===== config.mk =====
export PLATFORM = sky130hd
export DESIGN_NAME = sfr_core
export DESIGN_NICKNAME = d
export VERILOG_FILES = /design/src/sfr_pkg.sv /design/src/sfr_core.sv
export SDC_FILE = /design/constraint.sdc
export NUM_CORES = 1
export LEC_CHECK = 0
export ABC_CLOCK_PERIOD_IN_PS = 2700
export BUFFER_PORTS_ARGS = -buffer_cell sky130_fd_sc_hd__buf_4
export CORE_MARGIN = 8
export CORE_UTILIZATION = 50
export CTS_CLUSTER_SIZE = 25
export DETAILED_ROUTE_END_ITERATION = 10
export GPL_TIMING_DRIVEN = 0
export PLACE_DENSITY = 0.72
export SLEW_MARGIN = 20
export SYNTH_ARGS = -nofsm -noshare
export SYNTH_HDL_FRONTEND = slang
export SYNTH_SLANG_ARGS = --single-unit

===== constraint.sdc =====
create_clock -name pclk -period 2.7 [get_ports pclk]
set_input_delay 0.405 -clock pclk [delete_from_list [all_inputs] [get_ports pclk]]
set_output_delay 0.405 -clock pclk [all_outputs]
set_load 0.01 [all_outputs]

===== src/sfr_pkg.sv =====
// Overview of operation
// [RULE_01] overrun and bit-error events each set own flag and raise interrupt
// [RULE_02] flag set in same cycle as a clearing flag read survives
// [RULE_03] upper-half buffer read does not drop a flag set that cycle
// [RULE_04] buffer read clears rx full, unless new data arrives that cycle
// [RULE_05] writing one to overrun bit clears it, unless overrun sets that cycle
// [RULE_06] each source maps to level zero or one with own vector register
// [RULE_07] debug-mode reads of vector and flag registers clear nothing
// [RULE_08] polarity change at new buffer start is not taken as a clock edge
// [RULE_09] byte write of format selector alone picks format, starts nothing
// [RULE_10] word completing while rx full still set raises overrun
package sfr_pkg;
	localparam logic [7:0] off_gcr = 8'h00;
	localparam logic [7:0] off_int_en = 8'h04;
	localparam logic [7:0] off_level = 8'h08;
	localparam logic [7:0] off_flag = 8'h0C;
	localparam logic [7:0] off_fmt0 = 8'h10;
	localparam logic [7:0] off_fmt1 = 8'h14;
	localparam logic [7:0] off_tx = 8'h18;
	localparam logic [7:0] off_rxbuf = 8'h1C;
	localparam logic [7:0] off_vec0 = 8'h20;
	localparam logic [7:0] off_vec1 = 8'h24;
	localparam int bit_biterr = 0;
	localparam int bit_overrun = 1;
	localparam int bit_rxfull = 2;
	localparam int fmt_sel_bit = 24;
	localparam int fmt_pol_bit = 8;
	localparam logic [7:0] fmt_div_reset = 8'h04;
	localparam logic [3:0] fmt_len_reset = 4'h8;
	localparam logic [2:0] flag_reset = 3'h0;
	localparam int clk_mhz = 40;
	localparam int pin_ns = 100;
	localparam int pin_cycles = (pin_ns * clk_mhz + 999) / 1000;
	typedef struct packed {
		logic sel;
		logic [15:0] data;
	} sfr_tx_type;
	typedef enum logic [1:0] {
		vec_none,
		vec_biterr,
		vec_overrun,
		vec_rxfull
	} sfr_vec_type;
endpackage


===== src/sfr_core.sv =====
`timescale 1ns/1ps
module sfr_core import sfr_pkg::*; (
	input wire logic pclk,
	input wire logic presetn,
	input wire logic psel,
	input wire logic penable,
	input wire logic pwrite,
	input wire logic [7:0] paddr,
	input wire logic [31:0] pwdata,
	input wire logic [3:0] pstrb,
	input wire logic debug_mode,
	output logic [31:0] prdata,
	output logic pready,
	output logic pslverr,
	output logic serial_clock_pin,
	output logic mosi,
	input wire logic miso,
	output logic irq_level0,
	output logic irq_level1,
	output logic irq
);
	typedef enum {st_idle, st_lead, st_run} sfr_state_type;
	sfr_state_type state;
	logic [2:0] serial_flag_reg;
	logic [2:0] int_en;
	logic [2:0] level;
	logic [8:0] data_format_regs [2];
	logic format_selector;
	logic [15:0] rx_buffer_reg;
	logic [15:0] tx_shift;
	logic [15:0] rx_shift;
	logic [4:0] bit_cnt;
	logic [7:0] div_cnt;
	logic clk_int;
	logic enable;
	logic miso_s1, miso_s2;
	logic acc, wr, rd, dbg_rd;
	logic tx_start, sel_only;
	logic word_done, bit_err, rx_set, ovr_set;
	logic flag_read, buf_read, buf_hi_read;
	logic [2:0] pend;
	sfr_vec_type next_vec0, next_vec1;

	assign acc = psel & penable;
	assign wr = acc & pwrite;
	assign rd = acc & ~pwrite;
	assign dbg_rd = rd & debug_mode;
	assign pready = 1'b1;
	assign pslverr = 1'b0;
	assign sel_only = pstrb == 4'b1000; // RULE_09
	assign tx_start = wr && paddr == off_tx && pstrb[1:0] != 2'b00 &&
		state == st_idle; // RULE_09
	assign flag_read = rd && !debug_mode &&
		(paddr == off_flag || paddr == off_vec0 || paddr == off_vec1);
	assign buf_read = rd && !debug_mode && paddr == off_rxbuf; // RULE_07
	assign buf_hi_read = buf_read;

	always_ff @(posedge pclk or negedge presetn) begin
		if (!presetn) begin
			miso_s1 <= 1'b0;
			miso_s2 <= 1'b0;
		end else begin
			miso_s1 <= miso;
			miso_s2 <= miso_s1;
		end
	end

	// config registers
	always_ff @(posedge pclk or negedge presetn) begin
		if (!presetn) begin
			enable <= 1'b0;
			int_en <= flag_reset;
			level <= flag_reset;
			data_format_regs[0] <= {1'b0, fmt_div_reset};
			data_format_regs[1] <= {1'b0, fmt_div_reset};
			format_selector <= 1'b0;
		end else if (wr) begin
			unique case (paddr)
				off_gcr: enable <= pwdata[0];
				off_int_en: int_en <= pwdata[2:0];
				off_level: level <= pwdata[2:0]; // RULE_06
				off_fmt0: data_format_regs[0] <= pwdata[8:0];
				off_fmt1: data_format_regs[1] <= pwdata[8:0];
				off_tx: if (pstrb[3]) format_selector <= pwdata[fmt_sel_bit]; // RULE_09
				default: ;
			endcase
		end
	end

	// shift engine; divider from format, idle level follows polarity
	logic pol;
	logic [7:0] div;
	assign pol = data_format_regs[format_selector][fmt_pol_bit];
	assign div = data_format_regs[format_selector][7:0];
	logic tick;
	assign tick = div_cnt == 8'h00;

	always_ff @(posedge pclk or negedge presetn) begin
		if (!presetn) begin
			state <= st_idle;
			clk_int <= 1'b0;
			div_cnt <= 8'h00;
			bit_cnt <= 5'h00;
			tx_shift <= 16'h0000;
			rx_shift <= 16'h0000;
		end else begin
			div_cnt <= tick ? div : div_cnt - 8'h01;
			unique case (state)
				st_idle: begin
					// idle level moves to new polarity here, with no shift:
					// the edge is not a sample edge
					clk_int <= 1'b0; // RULE_08
					if (tx_start && enable && !sel_only) begin
						tx_shift <= pwdata[15:0];
						bit_cnt <= 5'h10;
						div_cnt <= div;
						state <= st_lead;
					end
				end
				st_lead: if (tick) state <= st_run; // RULE_08
				st_run: if (tick) begin
					clk_int <= ~clk_int;
					if (!clk_int) begin
						rx_shift <= {rx_shift[14:0], miso_s2};
						bit_cnt <= bit_cnt - 5'h01;
					end else begin
						tx_shift <= {tx_shift[14:0], 1'b0};
						if (bit_cnt == 5'h00) state <= st_idle;
					end
				end
			endcase
		end
	end

	logic done_q;
	always_ff @(posedge pclk or negedge presetn) begin
		if (!presetn) done_q <= 1'b0;
		else done_q <= state == st_run && tick && clk_int && bit_cnt == 5'h00;
	end
	assign word_done = done_q;
	// a mismatch anywhere in the word is reported once, at word end
	assign bit_err = word_done & err_seen; // RULE_01

	always_ff @(posedge pclk or negedge presetn) begin
		if (!presetn) rx_buffer_reg <= 16'h0000;
		else if (word_done) rx_buffer_reg <= rx_shift;
	end

	logic mis_bit;
	always_ff @(posedge pclk or negedge presetn) begin
		if (!presetn) mis_bit <= 1'b0;
		else mis_bit <= state == st_run && tick && !clk_int &&
			miso_s2 != tx_shift[15];
	end
	logic err_seen;
	always_ff @(posedge pclk or negedge presetn) begin
		if (!presetn) err_seen <= 1'b0;
		else if (tx_start) err_seen <= 1'b0;
		else if (mis_bit) err_seen <= 1'b1;
	end

	assign rx_set = word_done;
	assign ovr_set = word_done && serial_flag_reg[bit_rxfull] && !buf_read; // RULE_10

	// flags: set always wins over any clear
	logic [2:0] set_v, clr_v;
	always_comb begin
		set_v = {rx_set, ovr_set, bit_err}; // RULE_01
		clr_v = 3'b000;
		if (buf_read) clr_v[bit_rxfull] = 1'b1; // RULE_04
		if (flag_read) clr_v[1:0] = 2'b11; // RULE_02
		if (buf_hi_read) clr_v[1:0] = 2'b11; // RULE_03
		if (wr && paddr == off_flag) clr_v = clr_v | pwdata[2:0]; // RULE_05
	end
	always_ff @(posedge pclk or negedge presetn) begin
		if (!presetn) serial_flag_reg <= flag_reset;
		else serial_flag_reg <= set_v | (serial_flag_reg & ~clr_v); // RULE_02
	end

	assign pend = serial_flag_reg & int_en;
	always_comb begin
		next_vec0 = vec_none;
		next_vec1 = vec_none;
		for (int i = 2; i >= 0; i--) begin
			if (pend[i] && !level[i]) next_vec0 = sfr_vec_type'(2'(i + 1));
			if (pend[i] && level[i]) next_vec1 = sfr_vec_type'(2'(i + 1));
		end
	end
	assign irq_level0 = next_vec0 != vec_none; // RULE_06
	assign irq_level1 = next_vec1 != vec_none; // RULE_06
	assign irq = irq_level0 | irq_level1;
	assign serial_clock_pin = clk_int ^ pol;
	assign mosi = tx_shift[15];

	always_comb begin
		prdata = 32'h0000_0000;
		unique case (paddr)
			off_gcr: prdata = {31'h0, enable};
			off_int_en: prdata = {29'h0, int_en};
			off_level: prdata = {29'h0, level};
			off_flag: prdata = {29'h0, serial_flag_reg};
			off_fmt0: prdata = {23'h0, data_format_regs[0]};
			off_fmt1: prdata = {23'h0, data_format_regs[1]};
			off_tx: prdata = {7'h0, format_selector, 8'h0, tx_shift};
			off_rxbuf: prdata = {13'h0, serial_flag_reg, rx_buffer_reg};
			off_vec0: prdata = {30'h0, next_vec0};
			off_vec1: prdata = {30'h0, next_vec1};
			default: prdata = 32'h0000_0000;
		endcase
	end

	flag_keep_a: assert property (@(posedge pclk) disable iff (!presetn)
		rx_set |=> serial_flag_reg[bit_rxfull]) // RULE_04
		else $error("rx full lost on set");
	ovr_set_a: assert property (@(posedge pclk) disable iff (!presetn)
		(word_done && serial_flag_reg[bit_rxfull] && !buf_read)
		|=> serial_flag_reg[bit_overrun]) // RULE_10
		else $error("overrun not set");
	dbg_read_a: assert property (@(posedge pclk) disable iff (!presetn)
		(dbg_rd && !word_done && !wr) |=> $stable(serial_flag_reg)) // RULE_07
		else $error("debug read changed flags");
	ovr_clear_a: assert property (@(posedge pclk) disable iff (!presetn)
		(wr && paddr == off_flag && pwdata[bit_overrun] && !ovr_set)
		|=> !serial_flag_reg[bit_overrun]) // RULE_05
		else $error("overrun write clear failed");
	read_clear_a: assert property (@(posedge pclk) disable iff (!presetn)
		(buf_read && !rx_set) |=> !serial_flag_reg[bit_rxfull]) // RULE_04
		else $error("rx full not cleared");
	sel_only_a: assert property (@(posedge pclk) disable iff (!presetn)
		(wr && paddr == off_tx && sel_only && state == st_idle)
		|=> state == st_idle) // RULE_09
		else $error("selector write started transfer");
	lead_a: assert property (@(posedge pclk) disable iff (!presetn)
		(state == st_idle ##1 state == st_lead) |-> !clk_int) // RULE_08
		else $error("shift clock active at start");
	level_a: assert property (@(posedge pclk) disable iff (!presetn)
		(pend[bit_overrun] && level[bit_overrun]) |-> irq_level1) // RULE_06
		else $error("level one missing");
	biterr_a: assert property (@(posedge pclk) disable iff (!presetn)
		(word_done && err_seen) |=> serial_flag_reg[bit_biterr]) // RULE_01
		else $error("bit error lost");
	c_word: cover property (@(posedge pclk) word_done);
	c_ovr: cover property (@(posedge pclk) ovr_set);
	c_race: cover property (@(posedge pclk) rx_set && buf_read);
	c_dbg: cover property (@(posedge pclk) dbg_rd);
endmodule // sfr_core


==> results.yml, run 1 <==
critical_path:
  crit_path_end_kind: "flop"
  startpoint_type: "flop"
  cp.arrival_ns: 2.88
  critPathMaxFanout: 10
  crit_type: "reg -> reg"
  cp_data_required_time_ns: 3.00
layout:
  fin_nets: 649
  largest_register_ffs: 18
  diodes: 0
  layout-drive-gt1-share: 0.251
  regMostFlops: "data_format_regs"
  syn_to_final_growth_pct: 17.6
  fillers: 865
power_and_ir_drop:
  irDropWorstVdd_mv: 0.320
  pwr-share-clk: 0.367
  leakage_nw: 2.87
  finalPower_w: 0.00266
  switching_power_w: 0.000595
  combPwrFrac: 0.069
  p_int_w: 0.00206
  pwr_density_cell_nw_per_um2: 440
  swShare: 0.224
  seqPwrFrac: 0.565
timing:
  finClkSkew_ns: 0.00718
  finalSetupTns_ns: 0
  relSlewSlack: 0.406
  hold_viol_final: 0
  worst_slack_ns: 0.119
  fmax_ghz: 0.387
  drv_slew: 0
  rsz0062_at_grt: "false"
  tightest_slew_ns: 0.891
  setup_violations: 0
  fin_crit_sh: 0.956
  fin_crit_ns: 2.58
synthesis:
  synth.distinct_cells: 59
  synth_area_um2: 5140
  synth_ff_type: "dfrtp_1"
  synth-seq-area-share: 0.478
  synth_edf_count: 0
  synthArstFlopShare: 1.00
  synth_warnings: 0
  ys_seq_elements: 98
  syn_inst: 508
  syn_avg_cell_area_um2: 10.1
detailed_routing:
  drc: 0
  drtIter0Drc: 233
  firstDrtPassIters: 5
  wl_per_cell_um: 17.6
  viasPerCell: 5.60
  vias: 4088
  ant_nets: 0
  routed_wl_um: 12900
floorplanning:
  core_um2: 10100
  io_pins: 90
  rows: 37
  fp.dieArea_um2: 13800
  initial_core_util: 0.507
  die_h_um: 117
  dieWidth_um: 117
grt:
  grt_overflow: 0
  grt.total_usage: 0.187
  grt_pass1_vias: 4196
  grt_antenna_before_repair: 0
  grt_max_degree: 99
  grt_pass1_wl_um: 21300
hold_path:
  hp-class: "in -> async"
cts:
  cts_root_buf: "clkbuf_8"
  numCtsBuffers: 9
  worst_skew_pair.late_latency_ns: 0.36
  tritoncts: "done"
  postCtsSetupRepairBufs: 0
  cts_sinks: 98
  clockBufferDepth: 2
  clk_pin_slew_ns: 0.09
  cts_hold_buf: 0
  ctsHtreeMaxLevel: 3
outcome:
  status: "finished, final reports clean"
placement:
  dp_slack_ns: -0.231
  gp_congestion: 0.886
  dp.final_hpwl_um: 9420
  portBuffers: 59
job:
  maxCapViolations: 0
final timing paths:
kind | startpoint | end | slack [ns] | depth (start not counted)
worst max register to register | div_cnt[0]$_DFF_PN0_ | rx_shift[8]$_DFFE_PN0P_ | 0.12 | 8
min in group pclk | miso | miso_s1$_DFF_PN0_ | 0.15 | 1
worst max-delay path | div_cnt[0]$_DFF_PN0_ | rx_shift[8]$_DFFE_PN0P_ | 0.12 | 8
worst min-delay path | presetn | bit_cnt[0]$_DFFE_PN0P_ | 0.14 | 1
max in group asynchronous | presetn | div_cnt[7]$_DFF_PN0_ | 1.97 | 1
worst min register to register | miso_s1$_DFF_PN0_ | miso_s2$_DFF_PN0_ | 0.36 | 0
cell usage in the layout, fill, tap and decap left out, types with 4 or more instances in the layout:
master | netlist | layout
a211oi_1 | 5 | 5
a21oi_1 | 23 | 23
a22o_1 | 12 | 12
and2_1 | 8 | 8
and3_1 | 4 | 4
buf_2 | 4 | 5
buf_4 | 14 | 72
clkbuf_1 | 19 | 18
clkbuf_8 | 0 | 12
conb_1 | 2 | 14
dfrtp_1 | 96 | 96
ha_1 | 8 | 8
inv_1 | 11 | 11
mux2_2 | 39 | 39
mux2i_1 | 31 | 31
nand2_1 | 86 | 86
nand3_1 | 12 | 12
nor2_1 | 30 | 28
nor2b_1 | 9 | 8
nor3_1 | 9 | 9
o21ai_0 | 20 | 20
xor2_1 | 4 | 4
what timing repair did:
| item | in CTS | in global routing |
|---|---|---|
| endpoints found under the setup margin | 27 | 10 |
| gates cloned | 0 | 0 |
| gates resized for setup | 8 | 2 |
cells in the mapped netlist, types with 2 or more instances:
master | instances | area (um2)
mux2i_1 | 31 | 310
mux4_2 | 2 | 45.0
and3_1 | 4 | 25.0
a22o_1 | 12 | 105
and2_1 | 8 | 50.1
buf_2 | 4 | 20.0
ha_1 | 8 | 100
o21ai_0 | 20 | 100
xnor2_1 | 3 | 26.3
a221o_1 | 2 | 20.0
a32o_1 | 3 | 30.0
nor3_1 | 9 | 45.0
a211oi_1 | 5 | 37.5
nand2_1 | 86 | 323
conb_1 | 2 | 7.51
nor3b_1 | 2 | 15.0
clkbuf_1 | 19 | 71.3
dfrtp_1 | 96 | 2400
or4b_1 | 2 | 20.0
nand3b_1 | 3 | 22.5
a21o_1 | 2 | 15.0
nand2b_1 | 3 | 18.8
o32ai_1 | 3 | 26.3
nor2b_1 | 9 | 56.3
buf_4 | 14 | 105
mux2_2 | 39 | 439
nor2_1 | 30 | 113
nand3_1 | 12 | 60.1
nor4_1 | 2 | 12.5
a211o_1 | 2 | 17.5
o21a_1 | 2 | 15.0
o21ai_1 | 3 | 15.0
dfstp_2 | 2 | 52.6
a21oi_1 | 23 | 115
inv_1 | 11 | 41.3
a31oi_1 | 3 | 18.8
nand4_1 | 2 | 12.5
xor2_1 | 4 | 35.0
cells by family after synthesis:
logic type                 synth area share
and+or+nand+nor                       0.166
muxes                                 0.158
AOI/OAI and AO/OA                     0.117
DFF                                   0.478
buffers and inverters                0.0492
xor gates and xnor gates             0.0119
other                               0.00146
adders and majority gates            0.0195
layer usage:
metal  vias to the layer above  global-route usage  part of all wire
met5                         -                   0                 0
met4                         0              0.0511            0.0084
met3                        10              0.0379             0.049
met2                       119               0.326              0.52
met1                      2035               0.229              0.42
li1                       1924                   -                 -
power by group through the flow:
stage               clock network, W  registers [W]  logic [W]
finish                      0.000975        0.00150   0.000182
global route                 0.00104        0.00150   0.000203
CTS                         0.000995        0.00150   0.000182
detailed placement                 0        0.00153   0.000181
global placement                   0        0.00153   0.000177
floorplan                          0        0.00153  0.0000837
critical path: stages, from the launching register on:
cell and delay [ns]:
dfrtp_1 0.41, inv_1 0.10, ha_1 0.16, nor3b_2 0.41, nand2_1 0.29, nor3_4 0.43
clkbuf_1 0.47, nand2_1 0.17, nand2_1 0.08
metrics by stage:
stage	hold slack [ns]	cells	utilization	cell area [um2]
global route	0.135	730	0.596	6040
floorplan	0.109	520	-	5180
global placement	0.337	715	0.572	5800
CTS	0.139	730	0.595	6040
detailed placement	0.338	715	0.572	5800
finish	0.135	730	0.596	6040
cell type report:
| class | instances | area, um2 | area share |
|---|---|---|---|
| clock buffers | 13 | 169 | 0.0280 |
| inverters | 11 | 41.3 | 0.00684 |
| flip-flops and latches | 98 | 2450 | 0.406 |
| repair buffers | 59 | 447 | 0.0739 |
| clock inverters | 2 | 35.0 | 0.00580 |
| multi-input cells | 372 | 2510 | 0.415 |
| well taps | 136 | 170 | 0.0282 |
| plain buffers | 39 | 215 | 0.0356 |
Power figures use the tool's default switching activity.
==> inputs of run 2 (changes only) <==
--- a/config.mk
+++ b/config.mk
@@ -6,13 +6,14 @@
 export NUM_CORES = 1
 export LEC_CHECK = 0
 export ABC_CLOCK_PERIOD_IN_PS = 2700
-export BUFFER_PORTS_ARGS = -buffer_cell sky130_fd_sc_hd__buf_4
 export CORE_MARGIN = 8
 export CORE_UTILIZATION = 50
 export CTS_CLUSTER_SIZE = 25
 export DETAILED_ROUTE_END_ITERATION = 10
+export DONT_BUFFER_PORTS = 1
 export GPL_TIMING_DRIVEN = 0
-export PLACE_DENSITY = 0.72
+export HOLD_SLACK_MARGIN = 0.12
+export SETUP_SLACK_MARGIN = 0.5
 export SLEW_MARGIN = 20
 export SYNTH_ARGS = -nofsm -noshare
 export SYNTH_HDL_FRONTEND = slang
==> results.yml, run 2 (synthesis gave the netlist of run 1 again) <==
placement:
  dp_cells: 656
  dp.final_hpwl_um: 9330
  place_area_um2: 5370
  portBuffers: 0
  gp_congestion: 0.848
timing:
  hold_ws_ns: -0.280
  fin_crit_ns: 2.16
  tightest_slew_ns: 0.757
  fmax_ghz: 0.463
  drv_slew: 0
  hold_viol_final: 98
  setup_violations: 0
  relSlewSlack: 0.495
  fin_crit_sh: 0.800
  rsz0062_at_grt: "true"
  finClkSkew_ns: 0.0127
cts:
  worst_skew_pair.late_latency_ns: 0.36
  ctsHtreeMaxLevel: 3
  clockBufferDepth: 2
  clk_pin_slew_ns: 0.11
  cts_root_buf: "clkbuf_8"
  cts_sinks: 98
  tritoncts: "done"
  numCtsBuffers: 9
  cts_hold_buf: 1
layout:
  layout-drive-gt1-share: 0.221
  mostFrequentLayoutCells: "dfrtp_1, nand2_1, mux2_2"
  final_cells: 688
  regMostFlops: "data_format_regs"
  fin_area_um2: 5840
  fin_nets: 606
  syn_to_final_growth_pct: 13.6
  largest_register_ffs: 18
  final_common_cell: "dfrtp_1"
  diodes: 0
detailed_routing:
  ant_nets: 0
  wl_per_cell_um: 18.9
  firstDrtPassIters: 4
  drtIter0Drc: 209
  viasPerCell: 5.58
  drc: 0
  vias: 3839
  routed_wl_um: 13000
critical_path:
  crit_end: "prdata[2]"
  cp.arrival_ns: 1.75
  rr_startpoint: "state[1]$_DFFE_PN0P_"
  crit_path_end_kind: "output port"
  crit_type: "in -> out"
  regToRegSetupSlack_ns: 0.55
  startpoint_type: "input pin"
  r2r_end: "state[1]$_DFFE_PN0P_"
  cp_data_required_time_ns: 2.30
  setup.worst_path.start: "paddr[3]"
  reg2reg_depth: 7
  critPathMaxFanout: 10
outcome:
  status: "complete, but fails checks"
  violations: "negative hold slack"
floorplanning:
  core_um2: 10100
  fp.dieArea_um2: 13800
  io_pins: 90
  die_h_um: 117
  dieWidth_um: 117
  initial_core_util: 0.507
  rows: 37
grt:
  grt_max_degree: 99
  grt_pass1_wl_um: 20900
  grt_overflow: 0
  grt.total_usage: 0.190
  grt_pass1_vias: 3810
  grt_antenna_before_repair: 0
job:
  maxCapViolations: 0
hold_path:
  hp-class: "in -> async"
power_and_ir_drop:
  leakage_nw: 2.70
  pwr_density_cell_nw_per_um2: 461
  irDropWorstVdd_mv: 0.270
run 2: power breakdown:
part	total [W]	internal [W]	switching, W
combinational	0.000109	0.0000518	0.0000574
sequential	0.00150	0.00149	0.0000174
clock	0.00108	0.000531	0.000550
run 2: worst min-delay path by stage:
stage                  from                      to  slack, ns  depth (start not counted)
global route        presetn    div_cnt[6]$_DFF_PN0_      -0.30                          0
finish              presetn    div_cnt[6]$_DFF_PN0_      -0.28                          0
floorplan           presetn  bit_cnt[0]$_DFFE_PN0P_       0.11                          0
detailed placement  presetn    div_cnt[6]$_DFF_PN0_       0.11                          0
global placement    presetn    div_cnt[6]$_DFF_PN0_       0.11                          0
CTS                 presetn    div_cnt[6]$_DFF_PN0_      -0.29                          0
run 2: per-layer routing:
| metal | wire, um | up-vias | global-route usage |
|---|---|---|---|
| met5 | 0 | - | 0 |
| met4 | 161 | 0 | 0.0600 |
| met3 | 793 | 13 | 0.0484 |
| met2 | 6400 | 85 | 0.314 |
| met1 | 5680 | 1904 | 0.237 |
| li1 | - | 1837 | - |
run 2: metrics by stage:
stage	hold slack [ns]	total power [W]	setup slack [ns]	util	TNS, ns
2_1_floorplan	0.109	0.00161	0.473	-	0
3_3_place_gp	0.114	0.00163	-0.216	0.530	-1.87
3_5_place_dp	0.114	0.00163	-0.222	0.530	-1.76
4_1_cts	-0.293	0.00271	0.508	0.567	0
5_1_grt	-0.304	0.00278	0.455	0.576	0
6_report	-0.280	0.00269	0.541	0.576	0
run 2: repair_timing:
item,4_1_cts,5_1_grt
setup buffers,6,8
pin swaps,6,7
endpoints found under the setup margin,83,44
resized for setup,27,14
gates cloned,0,1
hold endpoints to repair,99,98
run 2: critical path: stages:
cell and delay (ns):
clkbuf_2 0.27, buf_2 0.37, mux2i_1 0.13, nor3b_1 0.18
a21oi_1 0.06, o32ai_1 0.33
run 2: layout make-up:
cell class / instances / area [um2]
Fill cell: 881 / 4300
Multi-Input combinational cell: 372 / 2570
Sequential cell: 98 / 2450
Buffer: 39 / 254
Tap cell: 136 / 170
Clock buffer: 9 / 124
Timing Repair Buffer: 16 / 120
Clock inverter: 7 / 100
Inverter: 11 / 41.3
